File: src/hw/lut_dac_cfg.svh
// Register offsets, field positions, reset values and counts of the converter source selector
`ifndef LUT_DAC_CFG_SVH
`define LUT_DAC_CFG_SVH
// Register indices; APB byte address is four times the index
`define IDX_CTRL0 10'h080
`define IDX_CTRL1 10'h081
`define IDX_CTRL2 10'h082
`define IDX_CTRL3 10'h083
`define IDX_CTRL4 10'h084
`define IDX_CTRL5 10'h085
`define IDX_WEN 10'h086
`define IDX_RESULT 10'h087
`define IDX_FIRST_LOOKUP_TABLE_BASE 10'h090
`define IDX_SECOND_LOOKUP_TABLE_BASE 10'h0D0
`define LUT_ROWS 64
// Field positions
`define BIT_REF_SEL 0
`define BIT_ADC_IN_SEL 1
`define BIT_FILT_DIS 2
`define BIT_L1_SEL 4
`define BIT_D1_SEL 5
`define BIT_L2_SEL 6
`define BIT_D2_SEL 7
`define BIT_WEL 7
// Write-enable patterns and reset values
`define WEN_SET 8'h80
`define WEN_CLR 8'h00
`define CTRL_RST 8'h00
`define CODE_IDLE 8'h00
// Consecutive conversions with equal upper six bits needed by the result filter
`define FILT_MATCHES 4
`endif

File: src/hw/lut_dac_pkg.sv
// Types shared by the converter source selector
package lut_dac_pkg;
	typedef struct packed {
		logic dac2_direct_sel;
		logic second_lookup_table_row_source_sel;
		logic dac1_direct_sel;
		logic first_lookup_table_row_source_sel;
		logic [3:0] full_scale;
	} select_type;
	typedef struct packed {
		logic reference_select;
		logic adc_input_select;
		logic adc_filter_disable;
	} analog_ctrl_type;
	typedef enum logic [1:0] {
		ST_RECALL,
		ST_WAIT_ADC,
		ST_RUN
	} phase_type;
endpackage : lut_dac_pkg

File: src/hw/lut_dac_source_select.sv
// Converter source selector: lookup tables, result filter, write-enable latch, APB registers
//
// Summary of operation
// - Table 1 row from result or manual bits
// - Converter 1 gets table byte or direct code
// - Table 2 row from result or manual bits
// - Converter 2 gets table byte or direct code
// - Writes refused while write latch clear, except to write register
// - Write latch volatile, clear after power-up
// - Writing 80h to write register sets latch
// - Latch holds until reset or 00h written
// - Latch write leaves other bits unchanged
// - Write-enable register at 86h
// - Read-only converter result at 87h
// - Result binary, 00h to FFh
// - Filter: four matching upper-six-bit conversions
// - Result upper six bits index tables
// - Manual rows from registers 1 and 2
// - Two 64-byte tables at 90h and D0h
// - Reference select, internal default
// - Converter input select, sensor default
// - Select bits live in register 5
// - Converter bytes 00h until result valid
`timescale 1ns/1ns
`include "lut_dac_cfg.svh"

module lut_dac_source_select
	import lut_dac_pkg::*;
#(
	parameter int ROWS = `LUT_ROWS
) (
	input wire logic clk_sys,
	input wire logic rst_b,
	input wire logic psel,
	input wire logic penable,
	input wire logic pwrite,
	input wire logic [11:0] paddr,
	input wire logic [31:0] pwdata,
	output logic [31:0] prdata,
	output logic pready,
	output logic pslverr,
	input wire logic conv_valid,
	input wire logic [7:0] conv_data,
	output logic [7:0] dac1_code,
	output logic [7:0] dac2_code,
	output logic reference_select,
	output logic adc_input_select,
	output logic [3:0] full_scale_sel,
	output logic write_enable_latch
);

	// ****************************************
	// Decode
	// ****************************************
	function automatic logic in_table(input logic [9:0] idx, input logic [9:0] base);
		in_table = (idx >= base) && (idx < base + 10'(ROWS));
	endfunction : in_table

	logic [9:0] idx;
	logic setup;
	logic access;
	logic hit_first_lookup_table;
	logic hit_second_lookup_table;
	logic mapped;
	logic wr_ok;
	logic wr_bad;
	logic [5:0] first_lookup_table_off;
	logic [5:0] second_lookup_table_off;

	assign idx = paddr[11:2];
	assign setup = psel && !penable;
	assign access = psel && penable;
	assign hit_first_lookup_table = in_table(idx, `IDX_FIRST_LOOKUP_TABLE_BASE);
	assign hit_second_lookup_table = in_table(idx, `IDX_SECOND_LOOKUP_TABLE_BASE);
	assign first_lookup_table_off = 6'(idx - `IDX_FIRST_LOOKUP_TABLE_BASE);
	assign second_lookup_table_off = 6'(idx - `IDX_SECOND_LOOKUP_TABLE_BASE);
	assign mapped = hit_first_lookup_table || hit_second_lookup_table || (idx >= `IDX_CTRL0 && idx <= `IDX_RESULT);
	// write refused while latch clear; the write register stays open
	assign wr_bad = pwrite && (!mapped || idx == `IDX_RESULT || (!write_enable_latch && idx != `IDX_WEN));
	assign wr_ok = access && pwrite && !wr_bad;
	assign pready = penable;
	assign pslverr = access && (wr_bad || !mapped);

	// ****************************************
	// Control registers
	// ****************************************
	analog_ctrl_type actl_q;
	analog_ctrl_type actl_d;
	select_type sel_q;
	select_type sel_d;
	logic [7:0] ctrl1_q;
	logic [7:0] ctrl1_d;
	logic [7:0] ctrl2_q;
	logic [7:0] ctrl2_d;
	logic [7:0] ctrl3_q;
	logic [7:0] ctrl3_d;
	logic [7:0] ctrl4_q;
	logic [7:0] ctrl4_d;
	logic wel_q;
	logic wel_d;
	logic [7:0] wbyte;

	assign wbyte = pwdata[7:0];

	always_comb begin
		actl_d = actl_q;
		sel_d = sel_q;
		ctrl1_d = ctrl1_q;
		ctrl2_d = ctrl2_q;
		ctrl3_d = ctrl3_q;
		ctrl4_d = ctrl4_q;
		wel_d = wel_q;
		if (wr_ok) begin
			case (idx)
				`IDX_CTRL0: begin
					actl_d.reference_select = wbyte[`BIT_REF_SEL];
					actl_d.adc_input_select = wbyte[`BIT_ADC_IN_SEL];
					actl_d.adc_filter_disable = wbyte[`BIT_FILT_DIS];
				end
				`IDX_CTRL1: ctrl1_d = wbyte;
				`IDX_CTRL2: ctrl2_d = wbyte;
				`IDX_CTRL3: ctrl3_d = wbyte;
				`IDX_CTRL4: ctrl4_d = wbyte;
				`IDX_CTRL5: sel_d = select_type'(wbyte);
				`IDX_WEN: begin
					// only the two patterns move the latch
					if (wbyte == `WEN_SET) begin
						wel_d = 1'b1;
					end else if (wbyte == `WEN_CLR) begin
						wel_d = 1'b0;
					end
				end
				default: wel_d = wel_q;
			endcase
		end
	end

	// volatile copies take their stored defaults at power-on
	always_ff @(posedge clk_sys or negedge rst_b) begin
		if (!rst_b) begin
			actl_q <= analog_ctrl_type'(3'h0);
			sel_q <= select_type'(`CTRL_RST);
			ctrl1_q <= `CTRL_RST;
			ctrl2_q <= `CTRL_RST;
			ctrl3_q <= `CTRL_RST;
			ctrl4_q <= `CTRL_RST;
			wel_q <= 1'b0;
		end else begin
			actl_q <= actl_d;
			sel_q <= sel_d;
			ctrl1_q <= ctrl1_d;
			ctrl2_q <= ctrl2_d;
			ctrl3_q <= ctrl3_d;
			ctrl4_q <= ctrl4_d;
			wel_q <= wel_d;
		end
	end

	assign write_enable_latch = wel_q;
	// analog selects, zero picks the internal source
	assign reference_select = actl_q.reference_select;
	assign adc_input_select = actl_q.adc_input_select;
	assign full_scale_sel = sel_q.full_scale;

	// ****************************************
	// Lookup tables
	// ****************************************
	// Tables have no reset; contents are only defined once software loads them
	logic [7:0] first_lookup_table_mem [ROWS];
	logic [7:0] second_lookup_table_mem [ROWS];

	always_ff @(posedge clk_sys) begin
		if (wr_ok && hit_first_lookup_table) begin
			first_lookup_table_mem[first_lookup_table_off] <= wbyte;
		end
		if (wr_ok && hit_second_lookup_table) begin
			second_lookup_table_mem[second_lookup_table_off] <= wbyte;
		end
	end

	// ****************************************
	// Result filter
	// ****************************************
	logic [7:0] result_q;
	logic [7:0] result_d;
	logic [5:0] prev_q;
	logic [5:0] prev_d;
	logic [1:0] match_q;
	logic [1:0] match_d;
	logic have_prev_q;
	logic have_prev_d;
	logic update;
	logic same;
	assign same = have_prev_q && (conv_data[7:2] == prev_q);

	always_comb begin
		result_d = result_q;
		prev_d = prev_q;
		match_d = match_q;
		have_prev_d = have_prev_q;
		update = 1'b0;
		if (conv_valid) begin
			prev_d = conv_data[7:2];
			have_prev_d = 1'b1;
			// restart the run on a mismatch
			if (!same) begin
				match_d = 2'h0;
			end else if (match_q != 2'(`FILT_MATCHES - 1)) begin
				match_d = match_q + 2'h1;
			end
			update = actl_q.adc_filter_disable || (same && match_q >= 2'(`FILT_MATCHES - 2));
			if (update) begin
				result_d = conv_data;
			end
		end
	end

	always_ff @(posedge clk_sys or negedge rst_b) begin
		if (!rst_b) begin
			result_q <= 8'h00;
			prev_q <= 6'h00;
			match_q <= 2'h0;
			have_prev_q <= 1'b0;
		end else begin
			result_q <= result_d;
			prev_q <= prev_d;
			match_q <= match_d;
			have_prev_q <= have_prev_d;
		end
	end

	// ****************************************
	// Power-up sequence and converter bytes
	// ****************************************
	phase_type phase_q;
	phase_type phase_d;
	logic [7:0] dac1_q;
	logic [7:0] dac1_d;
	logic [7:0] dac2_q;
	logic [7:0] dac2_d;
	logic [5:0] row1;
	logic [5:0] row2;

	assign row1 = sel_q.first_lookup_table_row_source_sel ? ctrl1_q[5:0] : result_q[7:2];
	assign row2 = sel_q.second_lookup_table_row_source_sel ? ctrl2_q[5:0] : result_q[7:2];

	always_comb begin
		phase_d = phase_q;
		dac1_d = `CODE_IDLE;
		dac2_d = `CODE_IDLE;
		case (phase_q)
			// one cycle for the recall before any selection
			ST_RECALL: phase_d = ST_WAIT_ADC;
			ST_WAIT_ADC: begin
				if (update) begin
					phase_d = ST_RUN;
				end
			end
			ST_RUN: begin
				dac1_d = sel_q.dac1_direct_sel ? ctrl3_q : first_lookup_table_mem[row1];
				dac2_d = sel_q.dac2_direct_sel ? ctrl4_q : second_lookup_table_mem[row2];
			end
			default: phase_d = ST_RECALL;
		endcase
	end

	// bytes held at idle until the first valid result
	always_ff @(posedge clk_sys or negedge rst_b) begin
		if (!rst_b) begin
			phase_q <= ST_RECALL;
			dac1_q <= `CODE_IDLE;
			dac2_q <= `CODE_IDLE;
		end else begin
			phase_q <= phase_d;
			dac1_q <= dac1_d;
			dac2_q <= dac2_d;
		end
	end

	assign dac1_code = dac1_q;
	assign dac2_code = dac2_q;

	// ****************************************
	// Read data
	// ****************************************
	logic [31:0] rd_q;
	logic [31:0] rd_d;
	logic [7:0] rbyte;

	always_comb begin
		rbyte = 8'h00;
		case (idx)
			`IDX_CTRL0: rbyte = {5'h00, actl_q.adc_filter_disable, actl_q.adc_input_select,
				actl_q.reference_select};
			`IDX_CTRL1: rbyte = ctrl1_q;
			`IDX_CTRL2: rbyte = ctrl2_q;
			`IDX_CTRL3: rbyte = ctrl3_q;
			`IDX_CTRL4: rbyte = ctrl4_q;
			`IDX_CTRL5: rbyte = sel_q;
			`IDX_WEN: rbyte = {wel_q, 7'h00};
			`IDX_RESULT: rbyte = result_q;
			default: begin
				if (hit_first_lookup_table) begin
					rbyte = first_lookup_table_mem[first_lookup_table_off];
				end else if (hit_second_lookup_table) begin
					rbyte = second_lookup_table_mem[second_lookup_table_off];
				end
			end
		endcase
		rd_d = rd_q;
		if (setup) begin
			rd_d = {24'h000000, rbyte};
		end
	end

	always_ff @(posedge clk_sys or negedge rst_b) begin
		if (!rst_b) begin
			rd_q <= 32'h00000000;
		end else begin
			rd_q <= rd_d;
		end
	end

	assign prdata = rd_q;
endmodule : lut_dac_source_select

File: config.mk
export PLATFORM = sky130hd
export DESIGN_NAME = lut_dac_source_select
export DESIGN_NICKNAME = d
export VERILOG_FILES = /design/src/hw/lut_dac_pkg.sv /design/src/hw/lut_dac_source_select.sv
export VERILOG_INCLUDE_DIRS = /design/src /design/src/hw
export SDC_FILE = /design/constraint.sdc
export NUM_CORES = 2
export LEC_CHECK = 0
export BUFFER_PORTS_ARGS = -buffer_cell sky130_fd_sc_hd__buf_2
export CAP_MARGIN = 0
export CORE_MARGIN = 2
export CORE_UTILIZATION = 55
export DETAILED_ROUTE_END_ITERATION = 10
export PLACE_DENSITY = 0.71
export SLEW_MARGIN = 20
export SYNTH_ARGS = -nofsm -noshare
export SYNTH_HDL_FRONTEND = slang
export SYNTH_SLANG_ARGS = --single-unit
File: constraint.sdc
create_clock -name clk_sys -period 10.2 [get_ports clk_sys]
set_clock_uncertainty 0.1 [all_clocks]
set_input_delay 2.04 -clock clk_sys [delete_from_list [all_inputs] [get_ports clk_sys]]
set_output_delay 2.04 -clock clk_sys [all_outputs]
set_load 0.02 [all_outputs]
# Word-level counts from Yosys, hierarchy flattened
# Memories as Yosys holds them, arrays and structs flattened.
# Index checks and enable logic that the tools add are counted.
dict set report classes {
  mux 20
  n_eq_ne 16
  n_div 0
  bitwise_logic 1
  n_lt_le_gt_ge 7
  addsub 3
  n_reduce_logical 37
  shifts 0
  n_mul 0
}
# op n
set ops {}
lappend ops {{$eq 10x8->1 const B} 8}
lappend ops {{$pmux 8 s8} 1}
lappend ops {{$mux 8} 6}
lappend ops {{$ge 10x8->1 const B} 3}
lappend ops {{$reduce_and 2->1} 9}
lappend ops {{$logic_and 1x1->1} 14}
lappend ops {{$mux 6} 2}
lappend ops {{$sub 6x5->6 const B} 2}
lappend ops {{$le 10x8->1 const B} 1}
lappend ops {{$lt 10x8->1 const B} 1}
lappend ops {{$lt 10x9->1 const B} 1}
lappend ops {{$ne 10x8->1 const B} 1}
lappend ops {{$eq 8x8->1 const B} 1}
lappend ops {{$logic_not 8->1} 1}
lappend ops {{$mux 1} 7}
lappend ops {{$eq 6x6->1} 1}
lappend ops {{$logic_or 1x1->1} 6}
lappend ops {{$mux 2} 3}
lappend ops {{$pmux 2 s3} 1}
lappend ops {{$logic_not 1->1} 4}
lappend ops {{$ne 2x2->1 const B} 2}
lappend ops {{$reduce_and 3->1} 1}
lappend ops {{$add 2x1->2 const B} 1}
lappend ops {{$eq 2x1->1 const B} 1}
lappend ops {{other kinds (6)} 6}
dict set report totals {
  register_bits 87
  mem_bits_ro 0
  input_bits 58
  wordCells 107
  latchBits 0
  ram_bits 1024
  out_inout_bits 57
  mem_count 2
}
# name depth width read_ports rd_clocked_by_memory_dff write_ports line_no
set memory_table {}
lappend memory_table {first_lookup_table_mem 64 8 2 0 1 lut_dac_source_select.sv:169} ;# logic [7:0] first_lookup_table_mem [ROWS];
lappend memory_table {second_lookup_table_mem 64 8 2 0 1 lut_dac_source_select.sv:170} ;# logic [7:0] second_lookup_table_mem [ROWS];

# Logic depth before layout (Yosys ltp)
dict set report logic_depth {
  depth_word 13
  depth_mapped 15
  ltp_nobuf 9
}

# Worst setup path before layout
# No wires, ideal clock.
dict set report synth_timing {
  path_kind {input to output}
  from {input paddr[6]}
  to {output pslverr}
  n_path_buf 3
  required_ns 8.060
  arrival_time_ns 4.380
  slack_ns 3.680
  path_stages 10
  path_cell_list {inv_1 > clkbuf_1 > clkbuf_1 > ha_1 > buf_4 > and2b_4 > nand3_1 > nor2_1 > o21ai_0 > a21oi_1}
}
dict set report synth_between {
  elab_chain_len 10
  elab_cells_between_ends 20
  classes_between {6 x order compare; 2 x eq/ne; 12 x reduce/logical}
}
# element line_no
set synth_lines {}
lappend synth_lines {{start, declared} lut_dac_source_select.sv:37} ;# input wire logic [11:0] paddr,
lappend synth_lines {{$ge 10x8->1, or another cell as far along} lut_dac_source_select.sv:56} ;# in_table = (idx >= base) && (idx < base + 10'(ROWS));
lappend synth_lines {{$logic_and 1x1->1} lut_dac_source_select.sv:56}
lappend synth_lines {{$logic_or 1x1->1 (2 in series)} lut_dac_source_select.sv:77} ;# assign mapped = hit_first_lookup_table || hit_second_lookup_table || (idx >= `IDX_CTRL0 && idx <= `IDX_RESULT) ...
lappend synth_lines {{$logic_not 1->1} {lut_dac_source_select.sv:79, lut_dac_source_select.sv:82}}
lappend synth_lines {{$logic_or 1x1->1 (no source line)} -}
lappend synth_lines {{$logic_or 1x1->1} lut_dac_source_select.sv:79} ;# assign wr_bad = pwrite && (!mapped || idx == `IDX_RESULT || (!write_enable_latch && idx != `IDX_WEN));
lappend synth_lines {{$logic_and 1x1->1} lut_dac_source_select.sv:79}
lappend synth_lines {{$logic_or 1x1->1 (*)} lut_dac_source_select.sv:82} ;# assign pslverr = access && (wr_bad || !mapped);
lappend synth_lines {{$logic_and 1x1->1 (*)} lut_dac_source_select.sv:82}
lappend synth_lines {{end, declared} lut_dac_source_select.sv:41} ;# output logic pslverr,
# Mark *: on every way between the ends. The rest lies on a longest branch, timed or not.

# Final worst setup path
# Ends and elaborated chain as after synthesis.

==> impl_metrics.toml <==
[grt]
overflow = 0
grt_antenna_before_repair = 15
grt_max_degree = 137
grt_pass1_vias = 31400
grt_usage_pct = 31.8
grt_pass1_wl_mm = 224

[min_path]
hold_path_depth = 1
whs_endpoint = "have_prev_q"
worst_hold_path_type = "reg2reg"
worstHoldStart = "have_prev_q"

[critical_path]
slowest_delay_ns = 0.76
cp_data_required_time_ns = 8.06
worstSetupPathType = "in2out"
reg2reg_slack_ns = 5.00
r2r_start = "sel_q[6]"
r2r_cells = 9
critical_path.most_common_cell = "buf_2"
cp_slowest_cell = "nor2_1"
startpoint_type = "input pin"
crit_chain = "buf_2, buf_4, inv_1, ha_1, and2b_4, nand3_1, nor2_1, o21ai_0, a21oi_1, buf_2"
worstPathArrival_ns = 5.45
path_max_fanout = 34
reg2reg_to = "dac2_code[2]"
cp-end-kind = "primary output"

[synthesis]
synth-edff-count = 1024
synthFlopType = "edfxtp_1"
synth_area_per_cell_um2 = 17.9
yosys_warnings = 0
synth-seq-cells = 1111
synth_area_mm2 = 0.0526
synth_cell_type_count = 69
synth_compound_gate_area_share_pct = 4.01
yosys.area_share.simple_pct = 4.84
synth.yosys.seq_area_share_pct = 62.6
async_reset_ff_share_pct = 7.83
synth-adder-area-share_pct = 0.143
syn_inst = 2946
synthMuxAreaShare_pct = 25.8
synthXorXnorAreaFrac_pct = 0.0998
synth_top_family_by_area = "multiplexers"

[detailed_routing]
via_per_inst = 7.43
ant_nets = 0
num_vias = 32100
drtIter0Drc = 5511
routed_wire_length_per_instance_um = 36.0
dr.pass1.iters = 6
drc = 0
wl_mm = 156

[layout]
final_util_pct = 60.9
num-nets-final = 3023
final_cell_area_mm2 = 0.0578
drive_gt1_share_pct = 30.3
area_growth_pct = 9.79
final_cell_mix = "1024 x edfxtp_1, 524 x mux4_2, 222 x nand2_1"
layout_commonest_cell = "edfxtp_1"

[clock_tree]
cts_hold_buf = 0
clock_latency_ns = 0.69
cts_tree = "yes"
cts_setup_buffers = 0
htreeDepth = 3
ctsResizeCount = 0
clock-sinks = 1111
ctsLongestPathBuffers = 3
numCtsBuffers = 111
clkTransAtPathRegs_ns = 0.06
cts_root_buf = "clkbuf_16"

[place]
postPlaceCellArea_mm2 = 0.0540
dpl.hpwl_mm = 98.3
place.gp.congestion = 0.958
io_buffers = 64

[sta]
fin_crit_ns = 7.59
fmax_mhz = 132
maxSlewHeadroom_pct = 17.4
slew_viol_final = 0
post-route-period-util_pct = 74.4
worst_slew_pin_slew_ns = 1.23
finalSetupViolCount = 0
rsz0062_at_grt = "false"
final.setup.tns_ns = 0
final_hold_viol_count = 0

[power]
leakagePower_nw = 19.0
peakVddDrop_v = 0.000148
p_per_area_mw_per_mm2 = 168
finalPower_mw = 9.68

[floorplan]
ios = 115
rows = 113
die-area_mm2 = 0.0982
die_w_um = 313
core_mm2 = 0.0949
start_util_pct = 55.5
die_h_um = 313

[run_status]
outcome = "complete, no violations"

[run]
maxCapViolations = 0
-- where the power goes --
group	switching [mW]	internal, mW
clock network	1.74	2.45
registers	0.00868	4.98
logic	0.340	0.160
-- how the worst max path moves through the flow --
| stage | startpoint | endpoint | slack, ns | depth (start not counted) |
|---|---|---|---|---|
| after floorplan | paddr[6] | pslverr | 3.68 | 10 |
| after global placement | paddr[6] | pslverr | 2.92 | 10 |
| after detailed placement | paddr[6] | pslverr | 2.89 | 10 |
| after CTS | paddr[6] | pslverr | 2.89 | 10 |
| after global routing | paddr[6] | pslverr | 2.55 | 10 |
| final | paddr[6] | pslverr | 2.61 | 10 |
-- final cells by class --
| type | instances | area [um2] |
|---|---|---|
| Antenna cell | 9 | 22.5 |
| Sequential cell | 1111 | 32900 |
| Inverter | 17 | 65.1 |
| Timing Repair Buffer | 119 | 886 |
| Clock buffer | 129 | 2900 |
| Tap cell | 1265 | 1580 |
| Fill cell | 6629 | 37100 |
| Multi-Input combinational cell | 1599 | 18600 |
| Clock inverter | 77 | 808 |
-- through the flow --
step	setup WS, ns	std cells	hold slack [ns]
after floorplan	3.68	2969	0.331
after global placement	2.92	4110	0.352
after detailed placement	2.89	4110	0.365
after CTS	2.89	4316	0.386
after global routing	2.55	4317	0.401
final	2.61	4326	0.382
-- synth_stat cells (15+ instances only) --
cell / n / area share (%)
buf_2: 64 / 0.61
nand3_1: 58 / 0.55
inv_1: 15 / 0.11
mux2i_1: 91 / 1.7
nor2_1: 185 / 1.3
dfrtp_1: 87 / 4.1
buf_1: 20 / 0.14
o21ai_0: 58 / 0.55
a211oi_1: 17 / 0.24
a21oi_1: 34 / 0.32
buf_4: 64 / 0.91
nor3_1: 17 / 0.16
edfxtp_1: 1024 / 58
clkbuf_1: 89 / 0.63
mux4_2: 524 / 22
o22ai_1: 22 / 0.26
nor2b_1: 16 / 0.19
nand2_1: 224 / 1.6
a31oi_1: 31 / 0.37
mux2_2: 76 / 1.6
-- logic make-up (layout without fill, tap and decap cells) --
kind of cell / Yosys count / count (layout)
and+or+nand+nor: 571 / 571
adders and majority gates: 6 / 6
buffers and inverters: 259 / 342
muxes: 693 / 693
other: 1 / 33
DFF: 1111 / 1111
xor gates and xnor gates: 6 / 6
AOI/OAI and AO/OA: 299 / 299
-- routing by layer --
layer / part of all wire, % / vias to the layer above / wire length, um / track usage (%)
li1: - / 12300 / - / -
met5: 0.037 / - / 57 / 0
met4: 4.0 / 10 / 6200 / 11.9
met1: 36 / 16700 / 55900 / 44.9
met2: 46 / 2739 / 71000 / 47.2
met3: 15 / 403 / 22800 / 9.90
-- sequential cells by signal, summed over array words and instances, names as in the netlist --
| signal | count |
|---|---|
| actl_q | 1 |
| adc_input_select | 1 |
| phase_q | 2 |
| dac2_code | 8 |
| prdata | 8 |
| prev_q | 6 |
| ctrl2_q | 8 |
| ctrl3_q | 8 |
| write_enable_latch | 1 |
| second_lookup_table_mem | 512 |
| ctrl1_q | 8 |
| sel_q | 4 |
| reference_select | 1 |
| have_prev_q | 1 |
| dac1_code | 8 |
| full_scale_sel | 4 |
| match_q | 2 |
| first_lookup_table_mem | 512 |
| ctrl4_q | 8 |
| result_q | 8 |
-- worst max-delay path, delay by kind of cell --
family                   cells  cell delay [ns]
adder cells (fa/ha/maj)      1             0.49
buffers and inverters        4             0.80
AND/OR/NAND/NOR              3             1.44
AO/OA/AOI/OAI                2             0.66
No activity file was read; power rests on OpenSTA's default activity.
